[src/dtcu_pkg.sv]
// constants and carrier types for the dual time base capture/compare array
// assumes a 32-bit apb slave with byte addresses in an 8-bit window
package dtcu_pkg;

    // ************************************************************
    // geometry
    // ************************************************************
    localparam int NUM_CH         = 16;
    localparam int NUM_TMR        = 2;
    localparam int STAGGER_CYCLES = 8;

    // ************************************************************
    // register map (byte addresses)
    // ************************************************************
    localparam logic [7:0] OFF_TMR0 = 8'h00;
    localparam logic [7:0] OFF_RLD0 = 8'h04;
    localparam logic [7:0] OFF_TMR1 = 8'h08;
    localparam logic [7:0] OFF_RLD1 = 8'h0C;
    localparam logic [7:0] OFF_TCTL = 8'h10;
    localparam logic [7:0] OFF_VAL  = 8'h40;
    localparam logic [7:0] OFF_CCTL = 8'h80;
    localparam logic [7:0] OFF_ICTL = 8'hC0;

    // timer control field positions
    localparam int TCTL0_LSB = 0;
    localparam int TCTL1_LSB = 8;
    localparam int STAG_BIT  = 16;

    // ************************************************************
    // types
    // ************************************************************
    typedef enum logic [2:0] {
        CH_OFF,
        CH_CAPTURE,
        CH_CMP0,
        CH_CMP1,
        CH_CMP2,
        CH_CMP3
    } dtcu_mode_type;

    typedef enum logic [1:0] {
        SRC_PRESC,
        SRC_SIX,
        SRC_EXT,
        SRC_STOP
    } dtcu_src_type;

    typedef struct packed {
        logic          run;
        dtcu_src_type  src;
        logic [2:0]    presc;
    } dtcu_tctl_type;

    typedef struct packed {
        logic          dbl;
        logic          single;
        logic          tsel;
        logic [1:0]    edge_sel;
        dtcu_mode_type mode;
    } dtcu_cctl_type;

    typedef struct packed {
        logic [3:0] prio;
        logic       en;
        logic       req;
    } dtcu_ictl_type;

    // ************************************************************
    // reset values and counter maximum
    // ************************************************************
    localparam logic [15:0]   RST_TMR  = 16'h0000;
    localparam logic [15:0]   RST_RLD  = 16'h0000;
    localparam logic [15:0]   TMR_MAX  = 16'hFFFF;
    localparam dtcu_tctl_type RST_TCTL = '{run: 1'b0, src: SRC_PRESC, presc: 3'h0};
    localparam dtcu_cctl_type RST_CCTL = '{dbl: 1'b0, single: 1'b0, tsel: 1'b0,
                                           edge_sel: 2'h0, mode: CH_OFF};
    localparam dtcu_ictl_type RST_ICTL = '{prio: 4'h0, en: 1'b0, req: 1'b0};

endpackage

[src/dtcu_top.sv]
// dual time base capture/compare array with apb register access
// assumes pins, count inputs and the timer-six pulse are synchronous to pclk
//
// Function
// - sixteen channels, one clock resolution
// - staggered option coarsens resolution to eight clocks
// - two 16-bit counters with reload registers
// - counter clock: prescaler or timer-six pulses
// - counters also count rising edges of their external input
// - each channel selects time base and function
// - one pin per channel, input or output
// - capture copies assigned time base on event
// - capture raises the channel interrupt request
// - capture edge: rising, falling or both
// - compare channels match continuously against time base
// - mode zero: interrupt only, repeatable
// - mode one: pin toggles on every match
// - mode two: interrupt once per period
// - mode three: set on match, clear on overflow
// - double register: two channels toggle one pin
// - single event option stops repeated events
// - timer-six pulses can clock either time base
// - per channel request, enable, priority; software set
`timescale 1ns/100ps
module dtcu_top #(
    parameter int NUM_CH = dtcu_pkg::NUM_CH
) (
    input  wire logic              pclk,
    input  wire logic              presetn,
    input  wire logic              psel,
    input  wire logic              penable,
    input  wire logic              pwrite,
    input  wire logic [7:0]        paddr,
    input  wire logic [31:0]       pwdata,
    output logic      [31:0]       prdata,
    output logic                   pready,
    output logic                   pslverr,
    input  wire logic [NUM_CH-1:0] ch_in,
    output logic      [NUM_CH-1:0] ch_out,
    output logic      [NUM_CH-1:0] ch_oe_n,
    input  wire logic [1:0]        ext_count,
    input  wire logic              six_pulse,
    output logic      [NUM_CH-1:0] irq
);

    // ************************************************************
    // state
    // ************************************************************
    logic [15:0]             tmr_q   [2];
    logic [15:0]             rld_q   [2];
    dtcu_pkg::dtcu_tctl_type tctl_q  [2];
    logic [1:0]              fresh_q;
    logic                    stag_q;
    logic [2:0]              phase_q;
    logic [7:0]              pre_q;
    logic [1:0]              ext_prev_q;
    logic [NUM_CH-1:0]       in_prev_q;
    logic [15:0]             val_q   [NUM_CH];
    dtcu_pkg::dtcu_cctl_type cctl_q  [NUM_CH];
    dtcu_pkg::dtcu_ictl_type ictl_q  [NUM_CH];
    logic [NUM_CH-1:0]       done_q;
    logic [NUM_CH-1:0]       once_q;
    logic [31:0]             prdata_q;
    logic                    pready_q;
    logic                    pslverr_q;
    logic [NUM_CH-1:0]       out_q;
    logic [NUM_CH-1:0]       oe_n_q;
    logic [NUM_CH-1:0]       irq_q;

    logic [1:0]        tick;
    logic [1:0]        ovf;
    logic [NUM_CH-1:0] match;
    logic [NUM_CH-1:0] cap;
    logic [NUM_CH-1:0] pair_drv;
    logic [NUM_CH-1:0] pair_owned;
    logic [31:0]       rdata;
    logic              rerr;
    logic              wr_en;
    logic              rd_start;
    logic [3:0]        widx;

    assign prdata  = prdata_q;
    assign pready  = pready_q;
    assign pslverr = pslverr_q;
    assign ch_out  = out_q;
    assign ch_oe_n = oe_n_q;
    assign irq     = irq_q;

    // ************************************************************
    // apb slave
    // ************************************************************
    // one wait state: the answer is registered so prdata comes from a flop
    assign rd_start = psel && penable && !pready_q;
    assign wr_en    = psel && penable && pwrite && pready_q && !pslverr_q;
    assign widx     = paddr[5:2];

    always_comb begin
        rdata = 32'h0000_0000;
        rerr  = 1'b0;
        if (paddr[1:0] != 2'h0) begin
            rerr = 1'b1;
        end else if (paddr[7:6] == dtcu_pkg::OFF_VAL[7:6]) begin
            rdata = {16'h0000, val_q[widx]};
        end else if (paddr[7:6] == dtcu_pkg::OFF_CCTL[7:6]) begin
            rdata = {24'h00_0000, cctl_q[widx]};
        end else if (paddr[7:6] == dtcu_pkg::OFF_ICTL[7:6]) begin
            rdata = {26'h000_0000, ictl_q[widx]};
        end else begin
            unique case (paddr)
                dtcu_pkg::OFF_TMR0: rdata = {16'h0000, tmr_q[0]};
                dtcu_pkg::OFF_RLD0: rdata = {16'h0000, rld_q[0]};
                dtcu_pkg::OFF_TMR1: rdata = {16'h0000, tmr_q[1]};
                dtcu_pkg::OFF_RLD1: rdata = {16'h0000, rld_q[1]};
                dtcu_pkg::OFF_TCTL: begin
                    rdata[dtcu_pkg::TCTL0_LSB +: 6] = tctl_q[0];
                    rdata[dtcu_pkg::TCTL1_LSB +: 6] = tctl_q[1];
                    rdata[dtcu_pkg::STAG_BIT]       = stag_q;
                end
                default:            rerr = 1'b1;
            endcase
        end
    end

    always_ff @(posedge pclk or negedge presetn) begin
        if (!presetn) begin
            pready_q  <= 1'b0;
            pslverr_q <= 1'b0;
            prdata_q  <= 32'h0000_0000;
        end else begin
            pready_q  <= rd_start;
            pslverr_q <= rd_start && rerr;
            if (rd_start && !pwrite) begin
                prdata_q <= rdata;
            end
        end
    end

    // ************************************************************
    // time bases
    // ************************************************************
    always_comb begin
        logic [7:0] mask;
        mask = 8'h00;
        for (int t = 0; t < 2; t++) begin
            mask = 8'((16'h0001 << tctl_q[t].presc) - 16'h0001);
            unique case (tctl_q[t].src)
                dtcu_pkg::SRC_PRESC: tick[t] = (pre_q & mask) == mask;
                dtcu_pkg::SRC_SIX:   tick[t] = six_pulse;
                dtcu_pkg::SRC_EXT:   tick[t] = ext_count[t] && !ext_prev_q[t];
                dtcu_pkg::SRC_STOP:  tick[t] = 1'b0;
            endcase
            // staggered: counters step only on the last phase of eight
            tick[t] = tick[t] && tctl_q[t].run
                      && (!stag_q || phase_q == 3'(dtcu_pkg::STAGGER_CYCLES - 1));
            ovf[t]  = tick[t] && tmr_q[t] == dtcu_pkg::TMR_MAX;
        end
    end

    always_ff @(posedge pclk or negedge presetn) begin
        if (!presetn) begin
            pre_q      <= 8'h00;
            phase_q    <= 3'h0;
            ext_prev_q <= 2'h0;
            fresh_q    <= 2'h0;
        end else begin
            pre_q      <= pre_q + 8'h01;
            phase_q    <= phase_q + 3'h1;
            ext_prev_q <= ext_count;
            for (int t = 0; t < 2; t++) begin
                // a new count value stays eligible for one clock, or one
                // full stagger round so each channel sees it in its slot
                fresh_q[t] <= tick[t] || (fresh_q[t] && stag_q
                              && phase_q != 3'(dtcu_pkg::STAGGER_CYCLES - 1));
            end
        end
    end

    always_ff @(posedge pclk or negedge presetn) begin
        if (!presetn) begin
            for (int t = 0; t < 2; t++) begin
                tmr_q[t]  <= dtcu_pkg::RST_TMR;
                rld_q[t]  <= dtcu_pkg::RST_RLD;
                tctl_q[t] <= dtcu_pkg::RST_TCTL;
            end
            stag_q <= 1'b0;
        end else begin
            for (int t = 0; t < 2; t++) begin
                if (ovf[t]) begin
                    tmr_q[t] <= rld_q[t];
                end else if (tick[t]) begin
                    tmr_q[t] <= tmr_q[t] + 16'h0001;
                end
            end
            if (wr_en) begin
                unique case (paddr)
                    dtcu_pkg::OFF_TMR0: tmr_q[0] <= pwdata[15:0];
                    dtcu_pkg::OFF_RLD0: rld_q[0] <= pwdata[15:0];
                    dtcu_pkg::OFF_TMR1: tmr_q[1] <= pwdata[15:0];
                    dtcu_pkg::OFF_RLD1: rld_q[1] <= pwdata[15:0];
                    dtcu_pkg::OFF_TCTL: begin
                        tctl_q[0] <= pwdata[dtcu_pkg::TCTL0_LSB +: 6];
                        tctl_q[1] <= pwdata[dtcu_pkg::TCTL1_LSB +: 6];
                        stag_q    <= pwdata[dtcu_pkg::STAG_BIT];
                    end
                    default: ;
                endcase
            end
        end
    end

    // ************************************************************
    // channel events
    // ************************************************************
    always_comb begin
        for (int n = 0; n < NUM_CH; n++) begin
            logic t;
            logic cmp;
            logic lock;
            logic rise;
            logic fall;
            t    = cctl_q[n].tsel;
            cmp  = cctl_q[n].mode inside {dtcu_pkg::CH_CMP0, dtcu_pkg::CH_CMP1,
                                          dtcu_pkg::CH_CMP2, dtcu_pkg::CH_CMP3};
            lock = done_q[n] && cctl_q[n].mode inside {dtcu_pkg::CH_CMP2,
                                                       dtcu_pkg::CH_CMP3};
            match[n] = cmp && fresh_q[t] && tmr_q[t] == val_q[n] && !lock
                       && !once_q[n]
                       && (!stag_q || phase_q == 3'(n));
            rise   = ch_in[n] && !in_prev_q[n];
            fall   = !ch_in[n] && in_prev_q[n];
            cap[n] = cctl_q[n].mode == dtcu_pkg::CH_CAPTURE
                     && ((cctl_q[n].edge_sel[0] && rise)
                     || (cctl_q[n].edge_sel[1] && fall));
            pair_drv[n]   = (n < NUM_CH / 2) && cctl_q[n].dbl;
            pair_owned[n] = (n >= NUM_CH / 2) && cctl_q[(n + NUM_CH / 2) % NUM_CH].dbl;
        end
    end

    always_ff @(posedge pclk or negedge presetn) begin
        if (!presetn) begin
            for (int n = 0; n < NUM_CH; n++) begin
                val_q[n]  <= dtcu_pkg::RST_TMR;
                cctl_q[n] <= dtcu_pkg::RST_CCTL;
            end
            in_prev_q <= '0;
        end else begin
            in_prev_q <= ch_in;
            for (int n = 0; n < NUM_CH; n++) begin
                // capture beats a software write in the same clock
                if (cap[n]) begin
                    val_q[n] <= tmr_q[cctl_q[n].tsel];
                end else if (wr_en && paddr[7:6] == dtcu_pkg::OFF_VAL[7:6] && widx == 4'(n)) begin
                    val_q[n] <= pwdata[15:0];
                end
                if (wr_en && paddr[7:6] == dtcu_pkg::OFF_CCTL[7:6] && widx == 4'(n)) begin
                    cctl_q[n] <= pwdata[7:0];
                end
            end
        end
    end

    // period lock and single-event consumption
    always_ff @(posedge pclk or negedge presetn) begin
        if (!presetn) begin
            done_q <= '0;
            once_q <= '0;
        end else begin
            for (int n = 0; n < NUM_CH; n++) begin
                if (match[n]) begin
                    done_q[n] <= 1'b1;
                end else if (ovf[cctl_q[n].tsel]) begin
                    done_q[n] <= 1'b0;
                end
                if (match[n] && cctl_q[n].single) begin
                    once_q[n] <= 1'b1;
                end else if (wr_en && paddr[7:6] == dtcu_pkg::OFF_CCTL[7:6] && widx == 4'(n)) begin
                    once_q[n] <= 1'b0;
                end
            end
        end
    end

    // ************************************************************
    // pins
    // ************************************************************
    // the upper eight channels may feed the pin of their partner n-8
    always_ff @(posedge pclk or negedge presetn) begin
        if (!presetn) begin
            out_q  <= '0;
            oe_n_q <= '1;
        end else begin
            for (int n = 0; n < NUM_CH; n++) begin
                // pin is an output in modes one and three, or on a lower channel with dbl set, unless its partner owns it
                oe_n_q[n] <= !(!pair_owned[n] && (pair_drv[n] || cctl_q[n].mode inside
                             {dtcu_pkg::CH_CMP1, dtcu_pkg::CH_CMP3}));
                if (((cctl_q[n].mode == dtcu_pkg::CH_CMP1 || pair_drv[n]) && match[n])
                    || (pair_drv[n] && match[(n + NUM_CH / 2) % NUM_CH])) begin
                    out_q[n] <= !out_q[n];
                end else if (cctl_q[n].mode == dtcu_pkg::CH_CMP3 && match[n]) begin
                    out_q[n] <= 1'b1;
                end else if (cctl_q[n].mode == dtcu_pkg::CH_CMP3 && ovf[cctl_q[n].tsel]) begin
                    out_q[n] <= 1'b0;
                end
            end
        end
    end

    // ************************************************************
    // interrupt nodes
    // ************************************************************
    // hardware set wins over a software clear in the same clock
    always_ff @(posedge pclk or negedge presetn) begin
        if (!presetn) begin
            for (int n = 0; n < NUM_CH; n++) begin
                ictl_q[n] <= dtcu_pkg::RST_ICTL;
            end
            irq_q <= '0;
        end else begin
            for (int n = 0; n < NUM_CH; n++) begin
                if (wr_en && paddr[7:6] == dtcu_pkg::OFF_ICTL[7:6] && widx == 4'(n)) begin
                    ictl_q[n]     <= pwdata[5:0];
                    ictl_q[n].req <= pwdata[0] || match[n] || cap[n];
                end else if (match[n] || cap[n]) begin
                    ictl_q[n].req <= 1'b1;
                end
                irq_q[n] <= ictl_q[n].req && ictl_q[n].en;
            end
        end
    end

endmodule

[config.mk]
export PLATFORM = sky130hd
export DESIGN_NAME = dtcu_top
export DESIGN_NICKNAME = d
export VERILOG_FILES = /design/src/dtcu_pkg.sv /design/src/dtcu_top.sv
export SDC_FILE = /design/constraint.sdc
export NUM_CORES = 2
export LEC_CHECK = 0
export BUFFER_PORTS_ARGS = -buffer_cell sky130_fd_sc_hd__buf_2
export CAP_MARGIN = 10
export CORE_AREA = 2 2 267 269
export CTS_BUF_LIST = sky130_fd_sc_hd__clkbuf_2
export DETAILED_ROUTE_END_ITERATION = 10
export DIE_AREA = 0 0 269 271
export HOLD_SLACK_MARGIN = 0.06
export PLACE_DENSITY = 0.77
export SETUP_SLACK_MARGIN = 0.1
export SYNTH_ARGS = -nofsm -noshare
export SYNTH_HDL_FRONTEND = slang
export SYNTH_SLANG_ARGS = --single-unit
export TNS_END_PERCENT = 30
[constraint.sdc]
create_clock -name pclk -period 4.1 [get_ports pclk]
set_input_delay 0.82 -clock pclk [delete_from_list [all_inputs] [get_ports pclk]]
set_output_delay 0.82 -clock pclk [all_outputs]
set_load 0.005 [all_outputs]
==> Word-level counts from Yosys, hierarchy flattened <==
Cells that the tools add are included.
Widths: inputs -> output; s select.
{ "word_totals": {"rom_bits": 0, "latchBits": 0, "mem_count": 0, "elab_cells": 1417, "reg_bits": 702, "output_inout_bits": 82, "input_bits": 64, "mem_bits_rw": 0} }
{ "classes": {"n_div": 0, "n_addsub": 6, "n_eq_ne": 136, "mul": 0, "muxes": 320, "n_reduce_logical": 688, "bitwise": 19, "n_lt_le_gt_ge": 33, "n_shift": 2} }
{ "op_table": {"columns": ["op", "count"], "rows": [
  ["$mux 16", 88],
  ["$logic_and 1x1->1", 342],
  ["$eq 16x16->1", 16],
  ["$mux 1", 214],
  ["$reduce_bool 2->1", 97],
  ["$mux 32", 4],
  ["$logic_not 1->1", 110],
  ["$eq 3x3->1 const B", 36],
  ["$eq 3x2->1 const B", 34],
  ["$logic_or 1x1->1", 98],
  ["$bmux 16 s4", 1],
  ["$reduce_bool 4->1", 16],
  ["$pmux 6 s5", 2],
  ["$eq 3x1->1 const B", 17],
  ["$reduce_bool 3->1", 16],
  ["$add 16x1->16 const B", 2],
  ["$bmux 8 s4", 1],
  ["$eq 16x16->1 const B", 2],
  ["$eq 4x4->1 const B", 8],
  ["$ge 2x2->1 const B", 16],
  ["$lt 1x2->1 const B", 16],
  ["$not 1->2", 16],
  ["$bmux 6 s4", 1],
  ["$mux 17", 1],
  ["other kinds (27)", 50]
]} }

==> Logic depth before layout (Yosys ltp) <==
{ "depth": {"depth_word": 14, "ltp_mapped": 13, "ltp_nobuf": 11} }

==> Worst setup path before layout <==
No wires, ideal clock.
{ "synth_timing": {"kind": "in2reg", "from": "input paddr[2]", "to": "register prdata_q[0] (netlist: prdata[0])", "path_stages": 8, "path_slack_ns": 1.016, "t_arrival_ns": 2.960, "setup_ns": 0.124, "path_buffers": 2, "cell_sequence": "buf_2 buf_1 mux4_2 mux4_2 a22oi_1 nand4_1 o211ai_1 nand2_1"} }
{ "synth_via": {"elab_chain_cells": 8} }
{ "synth_rtl": {"columns": ["item", "line", "rtl"], "rows": [
  ["start, declared", "dtcu_top.sv:33", "input wire logic [7:0] paddr,"],
  ["$not 4->5 (implied by the code)", "dtcu_top.sv:103, dtcu_top.sv:105, dtcu_top.sv:107", null],
  ["$bmux 6 s4", "dtcu_top.sv:107", "rdata = {26'h000_0000, ictl_q[widx]};"],
  ["$mux 6 (implied by the code) (2 in series)", "dtcu_top.sv:107", null],
  ["$mux 17", "dtcu_top.sv:106", "end else if (paddr[7:6] == dtcu_pkg::OFF_ICTL[7:6]) begin"],
  ["$mux 32", "dtcu_top.sv:104", "end else if (paddr[7:6] == dtcu_pkg::OFF_CCTL[7:6]) begin"],
  ["$mux 32 *", "dtcu_top.sv:102", "end else if (paddr[7:6] == dtcu_pkg::OFF_VAL[7:6]) begin"],
  ["$mux 32 *", "dtcu_top.sv:100", "if (paddr[1:0] != 2'h0) begin"],
  ["end signal, assigned", "dtcu_top.sv:133", "prdata_q <= rdata;"],
  ["end, declared", "dtcu_top.sv:63", "logic [31:0] prdata_q;"]
]} }
Mark *: on every way between the ends. The rest lies on a longest branch, timed or not. The select of a mux whose other input is x is not followed.
A chain may end at the register's enable or synchronous reset.

==> Worst setup path in the final report <==
{ "layout_timing": {"from": "register tctl_q[6] (netlist name)", "to": "register out_q[5] (netlist: ch_out[5])"} }
{ "layout_via": {"elab_chain_cells": 12} }
{ "layout_rtl": {"columns": ["item", "line", "rtl"], "rows": [
  ["start, declared", "dtcu_top.sv:51", "dtcu_pkg::dtcu_tctl_type tctl_q [2];"],
  ["start signal, assigned by index", "dtcu_top.sv:183", "tctl_q[t] <= dtcu_pkg::RST_TCTL;"],
  ["$shl 1x3->8 *", "dtcu_top.sv:145", "mask = 8'((16'h0001 << tctl_q[t].presc) - 16'h0001);"],
  ["$sub 8x1->8 *", "dtcu_top.sv:145", null],
  ["$and 8x8->8", "dtcu_top.sv:147", "dtcu_pkg::SRC_PRESC: tick[t] = (pre_q & mask) == mask;"],
  ["$eq 8x8->1 *", "dtcu_top.sv:147", null],
  ["$pmux 1 s4 *", "dtcu_top.sv:146", "unique case (tctl_q[t].src)"],
  ["$logic_and 1x1->1 *", "dtcu_top.sv:153", "tick[t] = tick[t] && tctl_q[t].run"],
  ["$logic_and 1x1->1 *", "dtcu_top.sv:154", "&& (!stag_q || phase_q == 3'(dtcu_pkg::STAGGER_CYCLES - 1));"],
  ["$logic_and 1x1->1 *", "dtcu_top.sv:155", "ovf[t] = tick[t] && tmr_q[t] == dtcu_pkg::TMR_MAX;"],
  ["$mux 1 (implied by the code) * (2 in series)", "dtcu_top.sv:301", "end else if (cctl_q[n].mode == dtcu_pkg::CH_CMP3 && ovf[cctl_q[n].tsel]) begin"],
  ["$logic_and 1x1->1 *", "dtcu_top.sv:301", null],
  ["$reduce_bool 3->1 (no line) *", null, null],
  ["end signal, assigned by index", "dtcu_top.sv:298", "out_q[n] <= !out_q[n];"],
  ["end, declared", "dtcu_top.sv:66", "logic [NUM_CH-1:0] out_q;"]
]} }
Marked as above.

==> out/summary.txt <==
Status: complete, no violations
Number of port buffers: 115
Fmax: 272 MHz
Number of synthesized flops with an enable pin: 0
Count of final hold-check violations: 0
TritonCTS clock tree: built
Max Cap Viol: 0
Met3 Resource Use GR: 13.2%
Maximum fanout along the worst path: 8
Vias per std cell: 6.68
Area share of the largest cell type after synthesis: 41.0%
Final Skew: 0.0958 ns
Layer with the highest usage after global routing: met2
Most frequently used flop master after synthesis: sky130_fd_sc_hd__dfrtp_1
Setup repair after global routing missed its margin: no
Mapped Cells: 3,889
# nets final: 4,193
Sequential share of the synthesized area: 42.0%
Post-detailed-route DRC marker count: 0
Number of library cell types mapped by synthesis: 82
Data arrival time of the critical path: 4.98 ns
Total wirelength of the detailed-routed design: 144 mm
Overall die width: 269 um
Starting density of the core: 58.6%
Number of setup buffers added after CTS: 0
Crit path time final: 3.67 ns
CP endpoint kind: register
Clock insertion delay at the later pin of the skew report: 1.45 ns
Post-Syn Area per Cell: 10.5 um2
Post-placement cell count: 4,811
Final total power: 0.0128 W
Most used cells in the layout excluding fill and tap cells: sky130_fd_sc_hd__dfrtp_1 (670), sky130_fd_sc_hd__nand2_1 (466), sky130_fd_sc_hd__mux2_2 (357), sky130_fd_sc_hd__o21ai_0 (346), sky130_fd_sc_hd__mux2i_1 (291)
Type of origin of the critical path: register
Fill count: 5,392
Worst supply voltage drop on vdd: 0.196 mV
Setup TNS: 0 ns
Remaining antenna violation count after routing: 0
Number of setup violations in the final report: 0
Fraction of layout cells with a size suffix above 1: 27.8%
Ports: 146
Proportion of register bits with asynchronous set or reset after synthesis: 100%
Part of the cycle the worst path needs: 89.5%
Reg2Reg Capture Point: ch_out[5]
Number of global-route vias before repair: 34.0k
Number of cells in the finished layout apart from fillers: 5,197
Cell Pwr Density: 282 nW/um2
Clock Pin Slew Worst Setup and Hold Paths: 0.11 ns
Cell taking the most area after synthesis: sky130_fd_sc_hd__dfrtp_1
Slew at the pin closest to its max-slew limit: 1.28 ns
Maximum clock path buffer count: 3
Area grow syn2layout: 10.9%
# clock sinks: 686
Yosys warnings: 0
Cell area after synthesis: 40,900 um2
Top cells by area in the synthesized netlist: sky130_fd_sc_hd__dfrtp_1 (41%), sky130_fd_sc_hd__mux2_2 (9.8%), sky130_fd_sc_hd__mux4_2 (8.3%)
Wirelength per Cell: 27.8 um
Relative slew slack: 14.4%
Path category of the worst min-delay check: in2async
Initial antenna violation count: 4
Placer congestion estimate: 1.01
Die Span Y: 271 um
Number of pins with negative max-slew slack in the final report: 0
Iteration-0 DRC count of the detailed router: 5,191
Grt total ovfl: 0
R2R depth: 10
DIE AREA: 72,900 um2
Post-Route Utilization: 65.0%
First-pass GRT wire length: 213 mm
Clock buffers created by TritonCTS: 182
Placeable Area: 69,800 um2
CTS root buf: sky130_fd_sc_hd__clkbuf_2
Maximum number of pins on one net before global-route repair: 75
Design Area, Final: 45,300 um2
Most frequent standard cell in the layout excluding fill and tap cells: sky130_fd_sc_hd__dfrtp_1
First-pass detailed-route iteration total: 7
Via total after detailed routing: 34.7k
GR Util All Layers: 39.8%
Met1 routing resource usage after global routing: 51.9%
Crit path kind: reg2reg
Register bit total from synthesis: 686
Detailed placement HPWL: 99.7 mm
H-tree Lvls: 4
Leakage power summed over all cells: 19.8 nW
Setup slack of the worst register-to-register path: 0.43 ns
Reg2reg start: tctl_q[6]
DP Area: 43,100 um2
Total number of placement rows: 97
Worst path required time: 5.41 ns
Met2 layer usage reported by global route: 57.0%
## stage by stage
stage,setup WS (ns),hold WS (ns)
6_report,0.429,0.140
5_1_grt,0.342,0.0848
4_1_cts,0.586,0.0654
3_5_place_dp,0.467,0.459
3_3_place_gp,0.471,0.450
2_1_floorplan,1.02,0.418
## metal layers
layer | vias to the layer above | part of all wire [%]
li1 | 14500 | -
met1 | 17100 | 36
met2 | 2580 | 43
met3 | 541 | 14
met4 | 0 | 6.9
met5 | - | 0
## timing repair
item                                   CTS  global route
endpoints found under the hold margin  702             0
gates resized for setup                  0             0
hold buffers                            61             0
## power breakdown
group          total (W)  internal, W  switching, W
clock network    0.00492      0.00184       0.00308
registers        0.00692      0.00683     0.0000873
logic           0.000950     0.000339      0.000612
total             0.0128      0.00901       0.00378
## critical path, cell delays in order, from the launching register on
cell	delay (ns)
sky130_fd_sc_hd__dfrtp_1	0.48
sky130_fd_sc_hd__or3_4	0.43
sky130_fd_sc_hd__ha_1	0.24
sky130_fd_sc_hd__nor4b_1	0.16
sky130_fd_sc_hd__mux2_2	0.28
sky130_fd_sc_hd__and4b_1	0.26
sky130_fd_sc_hd__nand4_1	0.56
sky130_fd_sc_hd__mux2i_4	0.44
sky130_fd_sc_hd__nand4b_1	0.16
sky130_fd_sc_hd__mux2_2	0.31
sky130_fd_sc_hd__a211o_1	0.29
## cells by family (layout without fill, tap and decap cells)
| kind of cell | Yosys count | after routing | share of synthesized area (%) |
|---|---|---|---|
| buf+inv | 379 | 726 | 3.83 |
| compound gates | 722 | 722 | 10.4 |
| mux | 800 | 800 | 25.3 |
| xor+xnor | 287 | 287 | 6.15 |
| flops | 686 | 686 | 42.0 |
| fa+ha+maj | 11 | 11 | 0.337 |
| simple gates | 1003 | 1003 | 12.0 |
| other cells | 1 | 22 | 0.00917 |
## area by class of cell
class	count	area, um2	share of cell area [%]
Antenna cell	7	17.5	0.0386
Tap cell	940	1180	2.59
Multi-Input combinational cell	2838	22300	49.2
Sequential cell	686	17200	37.9
Timing Repair Buffer	374	2900	6.40
Inverter	36	135	0.298
Clock buffer	271	1360	2.99
Clock inverter	45	241	0.533
## how the worst max path moves through the flow
stage	from	end	slack [ns]	depth (start not counted)
floorplan	paddr[2]	prdata[0]	1.02	8
global placement	paddr[3]	prdata[8]	0.47	7
detailed placement	paddr[3]	prdata[11]	0.47	7
CTS	tctl_q[6]	ch_out[5]	0.59	10
global route	tctl_q[2]	ch_out[12]	0.34	10
finish	tctl_q[6]	ch_out[5]	0.43	10
## state kept, by name, summed over array words and instances, names as in the netlist, 7 cells and up
| register | cells |
|---|---|
| val_q | 256 |
| cctl_q | 128 |
| ch_out | 16 |
| done_q | 16 |
| tmr_q | 32 |
| tctl_q | 12 |
| irq | 16 |
| once_q | 16 |
| ictl_q | 96 |
| in_prev_q | 16 |
| ch_oe_n | 16 |
| prdata | 17 |
| pre_q | 7 |
| rld_q | 32 |
## synth_stat cells (4+ instances only)
cell type,n
sky130_fd_sc_hd__dfrtp_1,670
sky130_fd_sc_hd__nand2_1,466
sky130_fd_sc_hd__mux2_2,357
sky130_fd_sc_hd__o21ai_0,346
sky130_fd_sc_hd__mux2i_1,291
sky130_fd_sc_hd__clkbuf_1,248
sky130_fd_sc_hd__xnor2_1,164
sky130_fd_sc_hd__a21oi_1,163
sky130_fd_sc_hd__mux4_2,150
sky130_fd_sc_hd__nor2_1,150
sky130_fd_sc_hd__xor2_1,123
sky130_fd_sc_hd__buf_2,52
sky130_fd_sc_hd__nor4_1,46
sky130_fd_sc_hd__nand3_1,42
sky130_fd_sc_hd__nand4_1,41
sky130_fd_sc_hd__nand3b_1,40
sky130_fd_sc_hd__inv_1,36
sky130_fd_sc_hd__a22oi_1,33
sky130_fd_sc_hd__nor3_1,32
sky130_fd_sc_hd__nor2b_1,30
sky130_fd_sc_hd__a22o_1,28
sky130_fd_sc_hd__nand2b_1,28
sky130_fd_sc_hd__and2_1,24
sky130_fd_sc_hd__and3_1,24
sky130_fd_sc_hd__buf_1,23
sky130_fd_sc_hd__a211oi_1,21
sky130_fd_sc_hd__or3_1,20
sky130_fd_sc_hd__buf_4,19
sky130_fd_sc_hd__o211ai_1,19
sky130_fd_sc_hd__o21ai_1,18
sky130_fd_sc_hd__nor3b_1,17
sky130_fd_sc_hd__dfstp_2,16
sky130_fd_sc_hd__a21o_1,15
sky130_fd_sc_hd__a31oi_1,14
sky130_fd_sc_hd__ha_1,11
sky130_fd_sc_hd__a21boi_0,10
sky130_fd_sc_hd__nor4_2,10
sky130_fd_sc_hd__a222oi_1,8
sky130_fd_sc_hd__and4_1,7
sky130_fd_sc_hd__a2111oi_0,6
sky130_fd_sc_hd__o21bai_1,4
(Power assumes the default switching activity.)
